`src/shared/lcs_pkg.sv`:
```
package lcs_pkg;

  // time base
  localparam int LCS_CLK_NS = 20;
  localparam int LCS_MS_NS = 1000000;
  localparam int LCS_MS_CYCLES = LCS_MS_NS / LCS_CLK_NS;
  localparam int LCS_BLINK_MS = 100;
  localparam logic [6:0] LCS_BLINK_LAST = 7'(LCS_BLINK_MS - 1);

  // register byte addresses
  localparam logic [7:0] LCS_A_CTRL = 8'h00;
  localparam logic [7:0] LCS_A_NETP = 8'h04;
  localparam logic [7:0] LCS_A_WORDS = 8'h08;
  localparam logic [7:0] LCS_A_PERIOD = 8'h0C;
  localparam logic [7:0] LCS_A_MEAS = 8'h10;
  localparam logic [7:0] LCS_A_ERRLOG = 8'h14;
  localparam logic [7:0] LCS_A_ISTAT = 8'h18;
  localparam logic [7:0] LCS_A_IMASK = 8'h1C;

  // period formula coefficients in microseconds
  localparam logic [19:0] LCS_COAX_NODE_US = 20'h00055;
  localparam logic [19:0] LCS_COAX_FRAME_US = 20'h0028E;
  localparam logic [19:0] LCS_POLL_US = 20'h002EE;
  localparam logic [19:0] LCS_COAX_LINK_US = 20'h00038;
  localparam logic [19:0] LCS_WORD_US = 20'h0000A;
  localparam logic [19:0] LCS_FIXED_US = 20'h0052A;
  localparam logic [19:0] LCS_OPT_FRAME_US = 20'h00302;
  localparam logic [19:0] LCS_HALF_MS_US = 20'h001F4;
  localparam logic [19:0] LCS_MS_US = 20'h003E8;
  localparam logic [19:0] LCS_MAX_PERIOD_US = 20'h3E418;

  localparam logic [7:0] LCS_CONST_MIN = 8'h05;
  localparam logic [7:0] LCS_PERIOD_MAX = 8'hFF;
  localparam logic [15:0] LCS_ERR_SHORT_CODE = 16'h021D;
  localparam logic [7:0] LCS_COAX_AUTO_MIN = 8'h11;
  localparam logic [7:0] LCS_COAX_AUTO_MAX = 8'h13;
  localparam logic [7:0] LCS_OPT_AUTO_MIN = 8'h14;
  localparam logic [7:0] LCS_OPT_AUTO_MAX = 8'h16;

  // auto-table periods, index node_code*3 + area (0 both, 1 io only, 2 memory only)
  localparam logic [7:0] LCS_COAX_TBL [0:11] = '{8'h13, 8'h11, 8'h12, 8'h13, 8'h11, 8'h12,
                                                 8'h13, 8'h12, 8'h12, 8'h13, 8'h12, 8'h13};
  localparam logic [7:0] LCS_OPT_TBL [0:11] = '{8'h15, 8'h14, 8'h15, 8'h16, 8'h14, 8'h15,
                                                8'h16, 8'h15, 8'h15, 8'h16, 8'h15, 8'h16};

  // interrupt status bits
  localparam int LCS_IRQ_SHORT = 0;
  localparam int LCS_IRQ_NEWMAX = 1;
  localparam int LCS_IRQ_W = 2;

  typedef struct packed {
    logic clear_max;
    logic [6:0] rsv_hi;
    logic [7:0] const_period;
    logic [5:0] rsv_mid;
    logic [1:0] node_code;
    logic rsv_lo;
    logic memory_link_area;
    logic io_link_area;
    logic startup;
    logic optical;
    logic manual_tables;
    logic ext_src;
    logic run;
  } lcs_ctrl_s;

  typedef struct packed {
    logic [1:0] rsv3;
    logic [5:0] link_units;
    logic [1:0] rsv2;
    logic [5:0] polled;
    logic [7:0] frames;
    logic [1:0] rsv1;
    logic [5:0] max_node;
  } lcs_netp_s;

  localparam lcs_ctrl_s LCS_CTRL_RST = '0;
  localparam lcs_netp_s LCS_NETP_RST = '{rsv3: 2'h0, link_units: 6'h00, rsv2: 2'h0, polled: 6'h04,
                                         frames: 8'h0A, rsv1: 2'h0, max_node: 6'h3E};
  localparam logic [11:0] LCS_WORDS_RST = 12'h000;

  typedef enum logic [1:0] {LCS_IDLE, LCS_RUN, LCS_HALT} lcs_state_e;

endpackage : lcs_pkg

```
`src/hw/lcs_scheduler.sv`:
```
// How it works
// - cycle period ignores message traffic entirely
// - period source: automatic default or manual
// - coax auto tables give 17-19 ms
// - optical auto tables give 20-22 ms
// - constant period 5..255 ms held fixed
// - otherwise formula, rounded to nearest ms
// - coax adds node, frame, polled terms
// - coax adds link unit, word, fixed terms
// - optical adds frame, polled, word, fixed
// - measure present and maximum cycle time
// - too short blinks indicator every 100 ms
// - too short logs 021D with minimum
// - too short node stays off link
module lcs_scheduler #(
  parameter logic [15:0] MS_CYCLES = 16'(lcs_pkg::LCS_MS_CYCLES)
) (
  input wire logic mclk,
  input wire logic rst,
  input wire logic [7:0] addr,
  input wire logic [31:0] wdata,
  input wire logic wr,
  input wire logic rd,
  output logic [31:0] rdata,
  output logic irq,
  output logic cycle_start,
  output logic link_status_indicator,
  output logic link_member,
  output logic link_activate
);
  import lcs_pkg::*;

  lcs_ctrl_s ctrl;
  lcs_netp_s netp;
  logic [11:0] words;
  logic [LCS_IRQ_W-1:0] istat;
  logic [LCS_IRQ_W-1:0] imask;
  logic [LCS_IRQ_W-1:0] ievent;
  logic [15:0] ms_div;
  logic ms_tick;
  logic [19:0] sum_us;
  logic [19:0] next_sum_us;
  logic [7:0] min_ms;
  logic [7:0] sel_period;
  logic [3:0] tbl_idx;
  logic too_short;
  logic too_short_q;
  lcs_state_e state;
  logic [7:0] cyc_left;
  logic [7:0] run_period;
  logic [7:0] elapsed;
  logic [7:0] meas_present;
  logic [7:0] meas_max;
  logic new_max;
  logic [6:0] blink_cnt;
  logic [15:0] err_code;
  logic [7:0] err_set;
  logic [7:0] err_min;

  // register writes
  always_ff @(posedge mclk) begin
    if (rst) begin
      ctrl <= LCS_CTRL_RST;
      netp <= LCS_NETP_RST;
      words <= LCS_WORDS_RST;
      imask <= '0;
    end else begin
      ctrl.clear_max <= 1'b0;
      if (wr) begin
        unique case (addr)
          LCS_A_CTRL: ctrl <= lcs_ctrl_s'(wdata);
          LCS_A_NETP: netp <= lcs_netp_s'(wdata);
          LCS_A_WORDS: words <= wdata[11:0];
          LCS_A_IMASK: imask <= wdata[LCS_IRQ_W-1:0];
          default: ;
        endcase
      end
    end
  end

  // read data stands in the cycle after the strobe only
  always_ff @(posedge mclk) begin
    if (rst) begin
      rdata <= '0;
    end else if (rd) begin
      unique case (addr)
        LCS_A_CTRL: rdata <= {1'b0, 7'h00, ctrl.const_period, 6'h00, ctrl.node_code, 1'b0,
                              ctrl.memory_link_area, ctrl.io_link_area, ctrl.startup, ctrl.optical,
                              ctrl.manual_tables, ctrl.ext_src, ctrl.run};
        LCS_A_NETP: rdata <= {2'h0, netp.link_units, 2'h0, netp.polled, netp.frames, 2'h0, netp.max_node};
        LCS_A_WORDS: rdata <= {20'h00000, words};
        LCS_A_PERIOD: rdata <= {16'h0000, min_ms, sel_period};
        LCS_A_MEAS: rdata <= {16'h0000, meas_max, meas_present};
        LCS_A_ERRLOG: rdata <= {err_code, err_set, err_min};
        LCS_A_ISTAT: rdata <= {{(32-LCS_IRQ_W){1'b0}}, istat};
        LCS_A_IMASK: rdata <= {{(32-LCS_IRQ_W){1'b0}}, imask};
        default: rdata <= '0;
      endcase
    end else begin
      rdata <= '0;
    end
  end

  // sticky status, cleared by reading it; a same-cycle event wins
  assign ievent = {new_max, too_short && !too_short_q};

  always_ff @(posedge mclk) begin
    if (rst) begin
      istat <= '0;
    end else if (rd && addr == LCS_A_ISTAT) begin
      istat <= ievent;
    end else begin
      istat <= istat | ievent;
    end
  end

  always_ff @(posedge mclk) begin
    if (rst) begin
      irq <= 1'b0;
    end else begin
      irq <= |(istat & imask);
    end
  end

  // free-running millisecond time base
  always_ff @(posedge mclk) begin
    if (rst) begin
      ms_div <= '0;
      ms_tick <= 1'b0;
    end else begin
      ms_tick <= (ms_div == MS_CYCLES - 16'h0001);
      ms_div <= (ms_div == MS_CYCLES - 16'h0001) ? 16'h0000 : ms_div + 16'h0001;
    end
  end

  // period formula in microseconds; the optical node term is left out
  always_comb begin
    if (ctrl.optical) begin
      next_sum_us = 20'(20'(netp.frames) * LCS_OPT_FRAME_US)
                  + 20'(20'(netp.polled) * LCS_POLL_US)
                  + 20'(20'(words) * LCS_WORD_US)
                  + LCS_FIXED_US;
    end else begin
      next_sum_us = 20'(20'(netp.max_node) * LCS_COAX_NODE_US)
                  + 20'(20'(netp.frames) * LCS_COAX_FRAME_US)
                  + 20'(20'(netp.polled) * LCS_POLL_US)
                  + 20'(20'(netp.link_units) * LCS_COAX_LINK_US)
                  + 20'(20'(words) * LCS_WORD_US)
                  + LCS_FIXED_US;
    end
  end

  always_ff @(posedge mclk) begin
    if (rst) begin
      sum_us <= LCS_FIXED_US;
      min_ms <= LCS_CONST_MIN;
    end else begin
      sum_us <= next_sum_us;
      if (sum_us >= LCS_MAX_PERIOD_US) begin
        min_ms <= LCS_PERIOD_MAX;
      end else begin
        min_ms <= 8'((sum_us + LCS_HALF_MS_US) / LCS_MS_US);
      end
    end
  end

  // period source selection
  always_comb begin
    tbl_idx = {2'b00, ctrl.node_code} * 4'h3
            + ((ctrl.io_link_area && !ctrl.memory_link_area) ? 4'h1 : 4'h0)
            + ((ctrl.memory_link_area && !ctrl.io_link_area) ? 4'h2 : 4'h0);
    if (!ctrl.manual_tables) begin
      sel_period = ctrl.optical ? LCS_OPT_TBL[tbl_idx] : LCS_COAX_TBL[tbl_idx];
    end else if (ctrl.ext_src) begin
      sel_period = ctrl.const_period;
    end else begin
      sel_period = min_ms;
    end
  end

  // a constant under 5 ms or under the computed minimum is refused
  assign too_short = ctrl.manual_tables && ctrl.ext_src &&
                     (ctrl.const_period < LCS_CONST_MIN || ctrl.const_period < min_ms);

  always_ff @(posedge mclk) begin
    if (rst) begin
      too_short_q <= 1'b0;
    end else begin
      too_short_q <= too_short;
    end
  end

  // error log keeps the latest too-short event
  always_ff @(posedge mclk) begin
    if (rst) begin
      err_code <= '0;
      err_set <= '0;
      err_min <= '0;
    end else if (too_short && !too_short_q) begin
      err_code <= LCS_ERR_SHORT_CODE;
      err_set <= ctrl.const_period;
      err_min <= min_ms;
    end
  end

  // cycle scheduler; no message activity enters it, so the period stays fixed
  always_ff @(posedge mclk) begin
    if (rst) begin
      state <= LCS_IDLE;
      cyc_left <= '0;
      run_period <= '0;
      cycle_start <= 1'b0;
    end else begin
      cycle_start <= 1'b0;
      unique case (state)
        LCS_IDLE: begin
          if (ctrl.run && too_short) begin
            state <= LCS_HALT;
          end else if (ctrl.run) begin
            state <= LCS_RUN;
            cyc_left <= sel_period;
            run_period <= sel_period;
            cycle_start <= 1'b1;
          end
        end
        LCS_RUN: begin
          if (!ctrl.run) begin
            state <= LCS_IDLE;
          end else if (too_short) begin
            state <= LCS_HALT;
          end else if (ms_tick) begin
            if (cyc_left <= 8'h01) begin
              cyc_left <= sel_period;
              run_period <= sel_period;
              cycle_start <= 1'b1;
            end else begin
              cyc_left <= cyc_left - 8'h01;
            end
          end
        end
        LCS_HALT: begin
          if (!ctrl.run || !too_short) begin
            state <= LCS_IDLE;
          end
        end
      endcase
    end
  end

  // cycle time measurement
  always_ff @(posedge mclk) begin
    if (rst) begin
      elapsed <= '0;
      meas_present <= '0;
    end else if (state != LCS_RUN) begin
      elapsed <= '0;
    end else if (ms_tick && cyc_left <= 8'h01) begin
      meas_present <= (elapsed == LCS_PERIOD_MAX) ? LCS_PERIOD_MAX : elapsed + 8'h01;
      elapsed <= '0;
    end else if (ms_tick && elapsed != LCS_PERIOD_MAX) begin
      elapsed <= elapsed + 8'h01;
    end
  end

  assign new_max = meas_present > meas_max;

  always_ff @(posedge mclk) begin
    if (rst || ctrl.clear_max) begin
      meas_max <= '0;
    end else if (new_max) begin
      meas_max <= meas_present;
    end
  end

  // indicator: steady on while linked, fast blink when refused
  always_ff @(posedge mclk) begin
    if (rst) begin
      blink_cnt <= '0;
      link_status_indicator <= 1'b0;
    end else if (state == LCS_HALT) begin
      if (ms_tick) begin
        blink_cnt <= (blink_cnt == LCS_BLINK_LAST) ? 7'h00 : blink_cnt + 7'h01;
        if (blink_cnt == LCS_BLINK_LAST) begin
          link_status_indicator <= !link_status_indicator;
        end
      end
    end else begin
      blink_cnt <= '0;
      link_status_indicator <= (state == LCS_RUN);
    end
  end

  always_ff @(posedge mclk) begin
    if (rst) begin
      link_member <= 1'b0;
      link_activate <= 1'b0;
    end else begin
      link_member <= (state == LCS_RUN);
      link_activate <= (state == LCS_RUN) && ctrl.startup;
    end
  end

  // checks
  tick_reload_a: assert property (@(posedge mclk) disable iff (rst)
    (state == LCS_RUN && ctrl.run && !too_short && ms_tick && cyc_left == 8'h01)
    |=> cycle_start && cyc_left == $past(sel_period))
    else $error("cycle boundary missed or not reloaded");

  const_hold_a: assert property (@(posedge mclk) disable iff (rst)
    (ctrl.manual_tables && ctrl.ext_src && !too_short) |-> sel_period == ctrl.const_period
      && sel_period >= LCS_CONST_MIN)
    else $error("constant period not applied");

  formula_sel_a: assert property (@(posedge mclk) disable iff (rst)
    (ctrl.manual_tables && !ctrl.ext_src) |-> sel_period == min_ms)
    else $error("computed period not applied");

  coax_table_a: assert property (@(posedge mclk) disable iff (rst)
    (!ctrl.manual_tables && !ctrl.optical) |-> sel_period >= LCS_COAX_AUTO_MIN
      && sel_period <= LCS_COAX_AUTO_MAX)
    else $error("coax table period out of range");

  opt_table_a: assert property (@(posedge mclk) disable iff (rst)
    (!ctrl.manual_tables && ctrl.optical) |-> sel_period >= LCS_OPT_AUTO_MIN
      && sel_period <= LCS_OPT_AUTO_MAX)
    else $error("optical table period out of range");

  err_log_a: assert property (@(posedge mclk) disable iff (rst)
    (too_short && !too_short_q) |=> err_code == LCS_ERR_SHORT_CODE && err_min == $past(min_ms)
      && istat[LCS_IRQ_SHORT])
    else $error("too-short event not logged");

  off_link_a: assert property (@(posedge mclk) disable iff (rst)
    (too_short && ctrl.run) [*3] |-> !link_member && !link_activate)
    else $error("refused node still on link");

  blink_rate_a: assert property (@(posedge mclk) disable iff (rst)
    (state == LCS_HALT && $past(state) == LCS_HALT && $changed(link_status_indicator))
      |-> $past(blink_cnt) == LCS_BLINK_LAST && $past(ms_tick))
    else $error("indicator toggled off the 100 ms grid");

  max_track_a: assert property (@(posedge mclk) disable iff (rst || ctrl.clear_max)
    $changed(meas_present) |=> meas_max >= $past(meas_present))
    else $error("maximum below present cycle time");

  fixed_period_a: assert property (@(posedge mclk) disable iff (rst)
    (state == LCS_RUN && $past(state) == LCS_RUN && $changed(meas_present))
      |-> meas_present == $past(run_period) || meas_present == LCS_PERIOD_MAX)
    else $error("measured period differs from selected");

endmodule : lcs_scheduler

```
`config.mk`:
```
export PLATFORM = sky130hd
export DESIGN_NAME = lcs_scheduler
export DESIGN_NICKNAME = d
export VERILOG_FILES = /design/src/shared/lcs_pkg.sv /design/src/hw/lcs_scheduler.sv
export SDC_FILE = /design/constraint.sdc
export NUM_CORES = 1
export LEC_CHECK = 0
export BUFFER_PORTS_ARGS = -buffer_cell sky130_fd_sc_hd__buf_4
export CAP_MARGIN = 30
export CORE_AREA = 2 2 195 197
export CTS_CLUSTER_DIAMETER = 150
export DETAILED_ROUTE_END_ITERATION = 10
export DIE_AREA = 0 0 197 199
export MAX_ROUTING_LAYER = met4
export PLACE_DENSITY = 0.67
export SLEW_MARGIN = 20
export SYNTH_ARGS = -nofsm -noshare
export SYNTH_HDL_FRONTEND = slang
export SYNTH_SLANG_ARGS = --single-unit
```
`constraint.sdc`:
```
create_clock -name mclk -period 9.2 [get_ports mclk]
set_input_delay 1.38 -clock mclk [delete_from_list [all_inputs] [get_ports mclk]]
set_output_delay 1.38 -clock mclk [all_outputs]
set_load 0.01 [all_outputs]
```
==> flow_summary.ini <==
[global_routing]
gr-total-overflow = 0
antenna_found_initial = 0
met2_usage_pct = 40.7
met3_usage_pct = 3.44
grtUsageTotal_pct = 25.6
grt_util_met1_pct = 33.5
grt_pass1_wl_mm = 77.2
grt_pass1_vias = 15000
busiest_layer = met2
grt_max_degree = 69

[clock_network]
h-tree-depth = 4
clk_path_buf_depth = 2
cts_buffers = 17
cts_setup_buffers = 0
clkLatencyLatePin_ps = 460
root_buffer = clkbuf_16
cts_tree = built
clk_pin_slew_ps = 80
cts.sinks = 199

[worst_hold_path]
hold_class = reg -> reg
hold_depth = 2
holdCritStartpoint = err_code[0]

[final_layout]
syn2layout_area_growth_pct = 9.42
layout_common_cells = 255 x inv_1, 245 x ha_1, 203 x nand2_1
nets = 2628
layout-drive-gt1-share_pct = 8.84
layout_commonest_cell = inv_1
n_antenna_cell = 0
fin_area_um2 = 20100

[worst_setup_path]
cp_max_fo = 11
reg2reg_depth = 26
cp-end-kind = flip-flop
crit_start = sum_us[7]
crit_required_ps = 9580
endpoint = min_ms[0]
cp.arrival_ps = 8980
timing.rr.start = sum_us[7]
worstReg2RegEnd = min_ms[0]
timing_worst_setup_path_type = reg -> reg
rrSetupSlack_ps = 600
cp-start-kind = flip-flop

[place]
hpwl_mm = 38.1
port-buffer-count = 77
dp_worst_setup_slack_ps = 489
dpl_cell_area_um2 = 19500
routabilityCongestion = 0.964

[timing]
slew_headroom_pct = 37.0
hold_viol_final = 0
period_share_pct = 93.5
skew_ps = 19.4
setup_tns_ps = 0
worst_slew_pin_slew_ps = 945
rsz0062_at_grt = false
setup_slack_ps = 595
timing_max_transition_violations_final = 0
period_minus_slack_ps = 8600
max_freq_ghz = 0.116
setup_viol = 0

[die]
coreArea_um2 = 37100
rows = 71
dieArea_um2 = 39200
ioPinCount = 81
die_y_um = 199
start_util_pct = 49.6
die-width_um = 197

[route]
antenna_left = 0
vias = 15300
drc_errors = 0
routed_wl_mm = 47.7
drtIter0Drc = 878
first_pass_iters = 6
vias_per_cell = 5.62
wl_per_cell_um = 17.5

[power_and_ir_drop]
internal-power_mw = 1.77
swShare_pct = 39.9
vdd_drop_max_mv = 0.160
switching_power_mw = 1.18
cellPowerDensity_nw_per_um2 = 147
p_leak_nw = 9.23
combPwrFrac_pct = 42.7
clockPowerShare_pct = 25.8
pwr-share-seq_pct = 31.5

[synthesis]
synth_top_family_by_area = adder cells
synth_compound_area_share_pct = 19.2
synth_mux_area_share_pct = 2.71
mappedNetlistArea_um2 = 18400
yosys.area_share.adder_pct = 28.0
synth_xor_area_share_pct = 6.23
synth.distinct_cells = 101
synthCells = 2186
ys_seq_area_share_pct = 21.7
synth-seq-cells = 199
ys_async_sr_fraction_pct = 0
ys.flop_type = dfxtp_1
synth-simple-area-share_pct = 15.2
synth_edf_count = 0
ys_warn_count = 0
syn_area_per_cell_um2 = 8.42

[run_status]
outcome = finished clean

[flow_run]
cap_violations = 0
[synth_stat cells (6+ instances only)]
cell / number / area [um2]
nand3_1: 47 / 235
a221oi_1: 8 / 70.1
o21bai_1: 35 / 263
a211oi_1: 14 / 105
o21ai_1: 7 / 35.0
mux2i_1: 40 / 400
inv_1: 255 / 957
o21a_1: 12 / 90.1
o2111ai_1: 10 / 87.6
clkbuf_1: 62 / 233
ha_1: 245 / 3070
xor2_1: 43 / 377
and3_1: 24 / 150
a22oi_1: 43 / 323
a311oi_1: 7 / 61.3
nor2b_1: 25 / 156
fa_1: 102 / 2040
o211ai_1: 23 / 173
nand4_1: 11 / 68.8
and2_1: 12 / 75.1
a31oi_1: 12 / 75.1
buf_1: 6 / 22.5
nand3b_1: 6 / 45.0
or3_1: 12 / 75.1
nor3_1: 30 / 150
nand2b_1: 17 / 106
xnor2_1: 86 / 753
dfxtp_1: 199 / 3980
a21oi_1: 188 / 941
nor4_1: 10 / 62.6
o21ai_0: 58 / 290
nand2_1: 203 / 762
a21o_1: 31 / 233
nor2_1: 169 / 634
[logic make-up (layout without fill, tap and decap cells)]
logic type / Yosys count / count (layout)
AO/OA/AOI/OAI: 524 / 524
XOR/XNOR: 130 / 130
adder cells (fa/ha/maj): 351 / 351
buffers and inverters: 335 / 398
flip-flops: 199 / 199
multiplexers: 47 / 47
other: 1 / 2
AND/OR/NAND/NOR: 599 / 599
[final cells by class]
| type | count | area (um2) |
|---|---|---|
| Fill cell | 3434 | 17000 |
| Multi-Input combinational cell | 1653 | 13200 |
| Sequential cell | 199 | 3980 |
| Inverter | 255 | 957 |
| Timing Repair Buffer | 111 | 833 |
| Tap cell | 474 | 593 |
| Clock buffer | 17 | 425 |
| Clock inverter | 15 | 161 |
[power by group through the flow]
stage	registers, mW	clock network (mW)	logic (mW)
5_1_grt	0.933	0.803	1.39
3_5_place_dp	0.947	0	1.24
3_3_place_gp	0.947	0	1.22
6_report	0.929	0.762	1.26
4_1_cts	0.927	0.772	1.25
2_1_floorplan	0.923	0	1.02
[metal layers]
layer | share of wire (%) | up-vias | wire (um)
met5 | 0 | - | 0
met4 | 2.9 | 0 | 1380
met3 | 4.1 | 82 | 1980
met2 | 46 | 320 | 21800
met1 | 47 | 7272 | 22500
li1 | - | 7638 | -
[registers in the layout, summed over array words and instances (netlist names), 8 cells and up]
register and flops:
meas_present 8, netp 26, err_set 8, err_min 8, sum_us 20, ms_div 16, ctrl 18, cyc_left 8
rdata 30, elapsed 8, meas_max 8, words 12, min_ms 8
[per-stage QoR]
stage | hold WS, ps | util, % | total power, mW | instances
finish | 449 | 54.2 | 2.95 | 2724
CTS | 450 | 54.1 | 2.95 | 2722
detailed placement | 437 | 52.5 | 2.19 | 2690
floorplan | 426 | - | 1.94 | 2187
global route | 494 | 54.2 | 3.13 | 2724
global placement | 433 | 52.5 | 2.16 | 2689
[critical path, stage by stage, from the launching register on]
cell and delay, ps:
dfxtp_1 390, or4_1 740, or3_4 470, a2111oi_4 390, nor3_1 80, a2111oi_1 680, nor2_1 230, mux2i_1 180
a211o_1 370, or3_1 400, and2_1 250, or4_4 590, a21oi_4 260, a21o_2 260, mux2i_1 270, or3_1 140
o2111ai_1 190, nor4b_2 530, a31oi_4 240, a211o_1 350, a22oi_4 220, o221ai_1 210, o22ai_2 210, o21ai_2 120
maj3_2 320, o21a_1 170, o311ai_1 240
[what timing repair did]
action | CTS | global route
setup endpoints to repair | 0 | 1
hold buffers | 0 | 0
gates resized for setup | 0 | 6
endpoints found under the hold margin | 0 | 0
[worst min-delay path by stage]
stage,endpoint,slack [ps]
5_1_grt,err_code[0],490
6_report,err_code[0],450
3_5_place_dp,err_code[0],440
2_1_floorplan,err_code[0],430
4_1_cts,err_code[0],450
3_3_place_gp,err_code[0],430
Power figures use the tool's default switching activity.
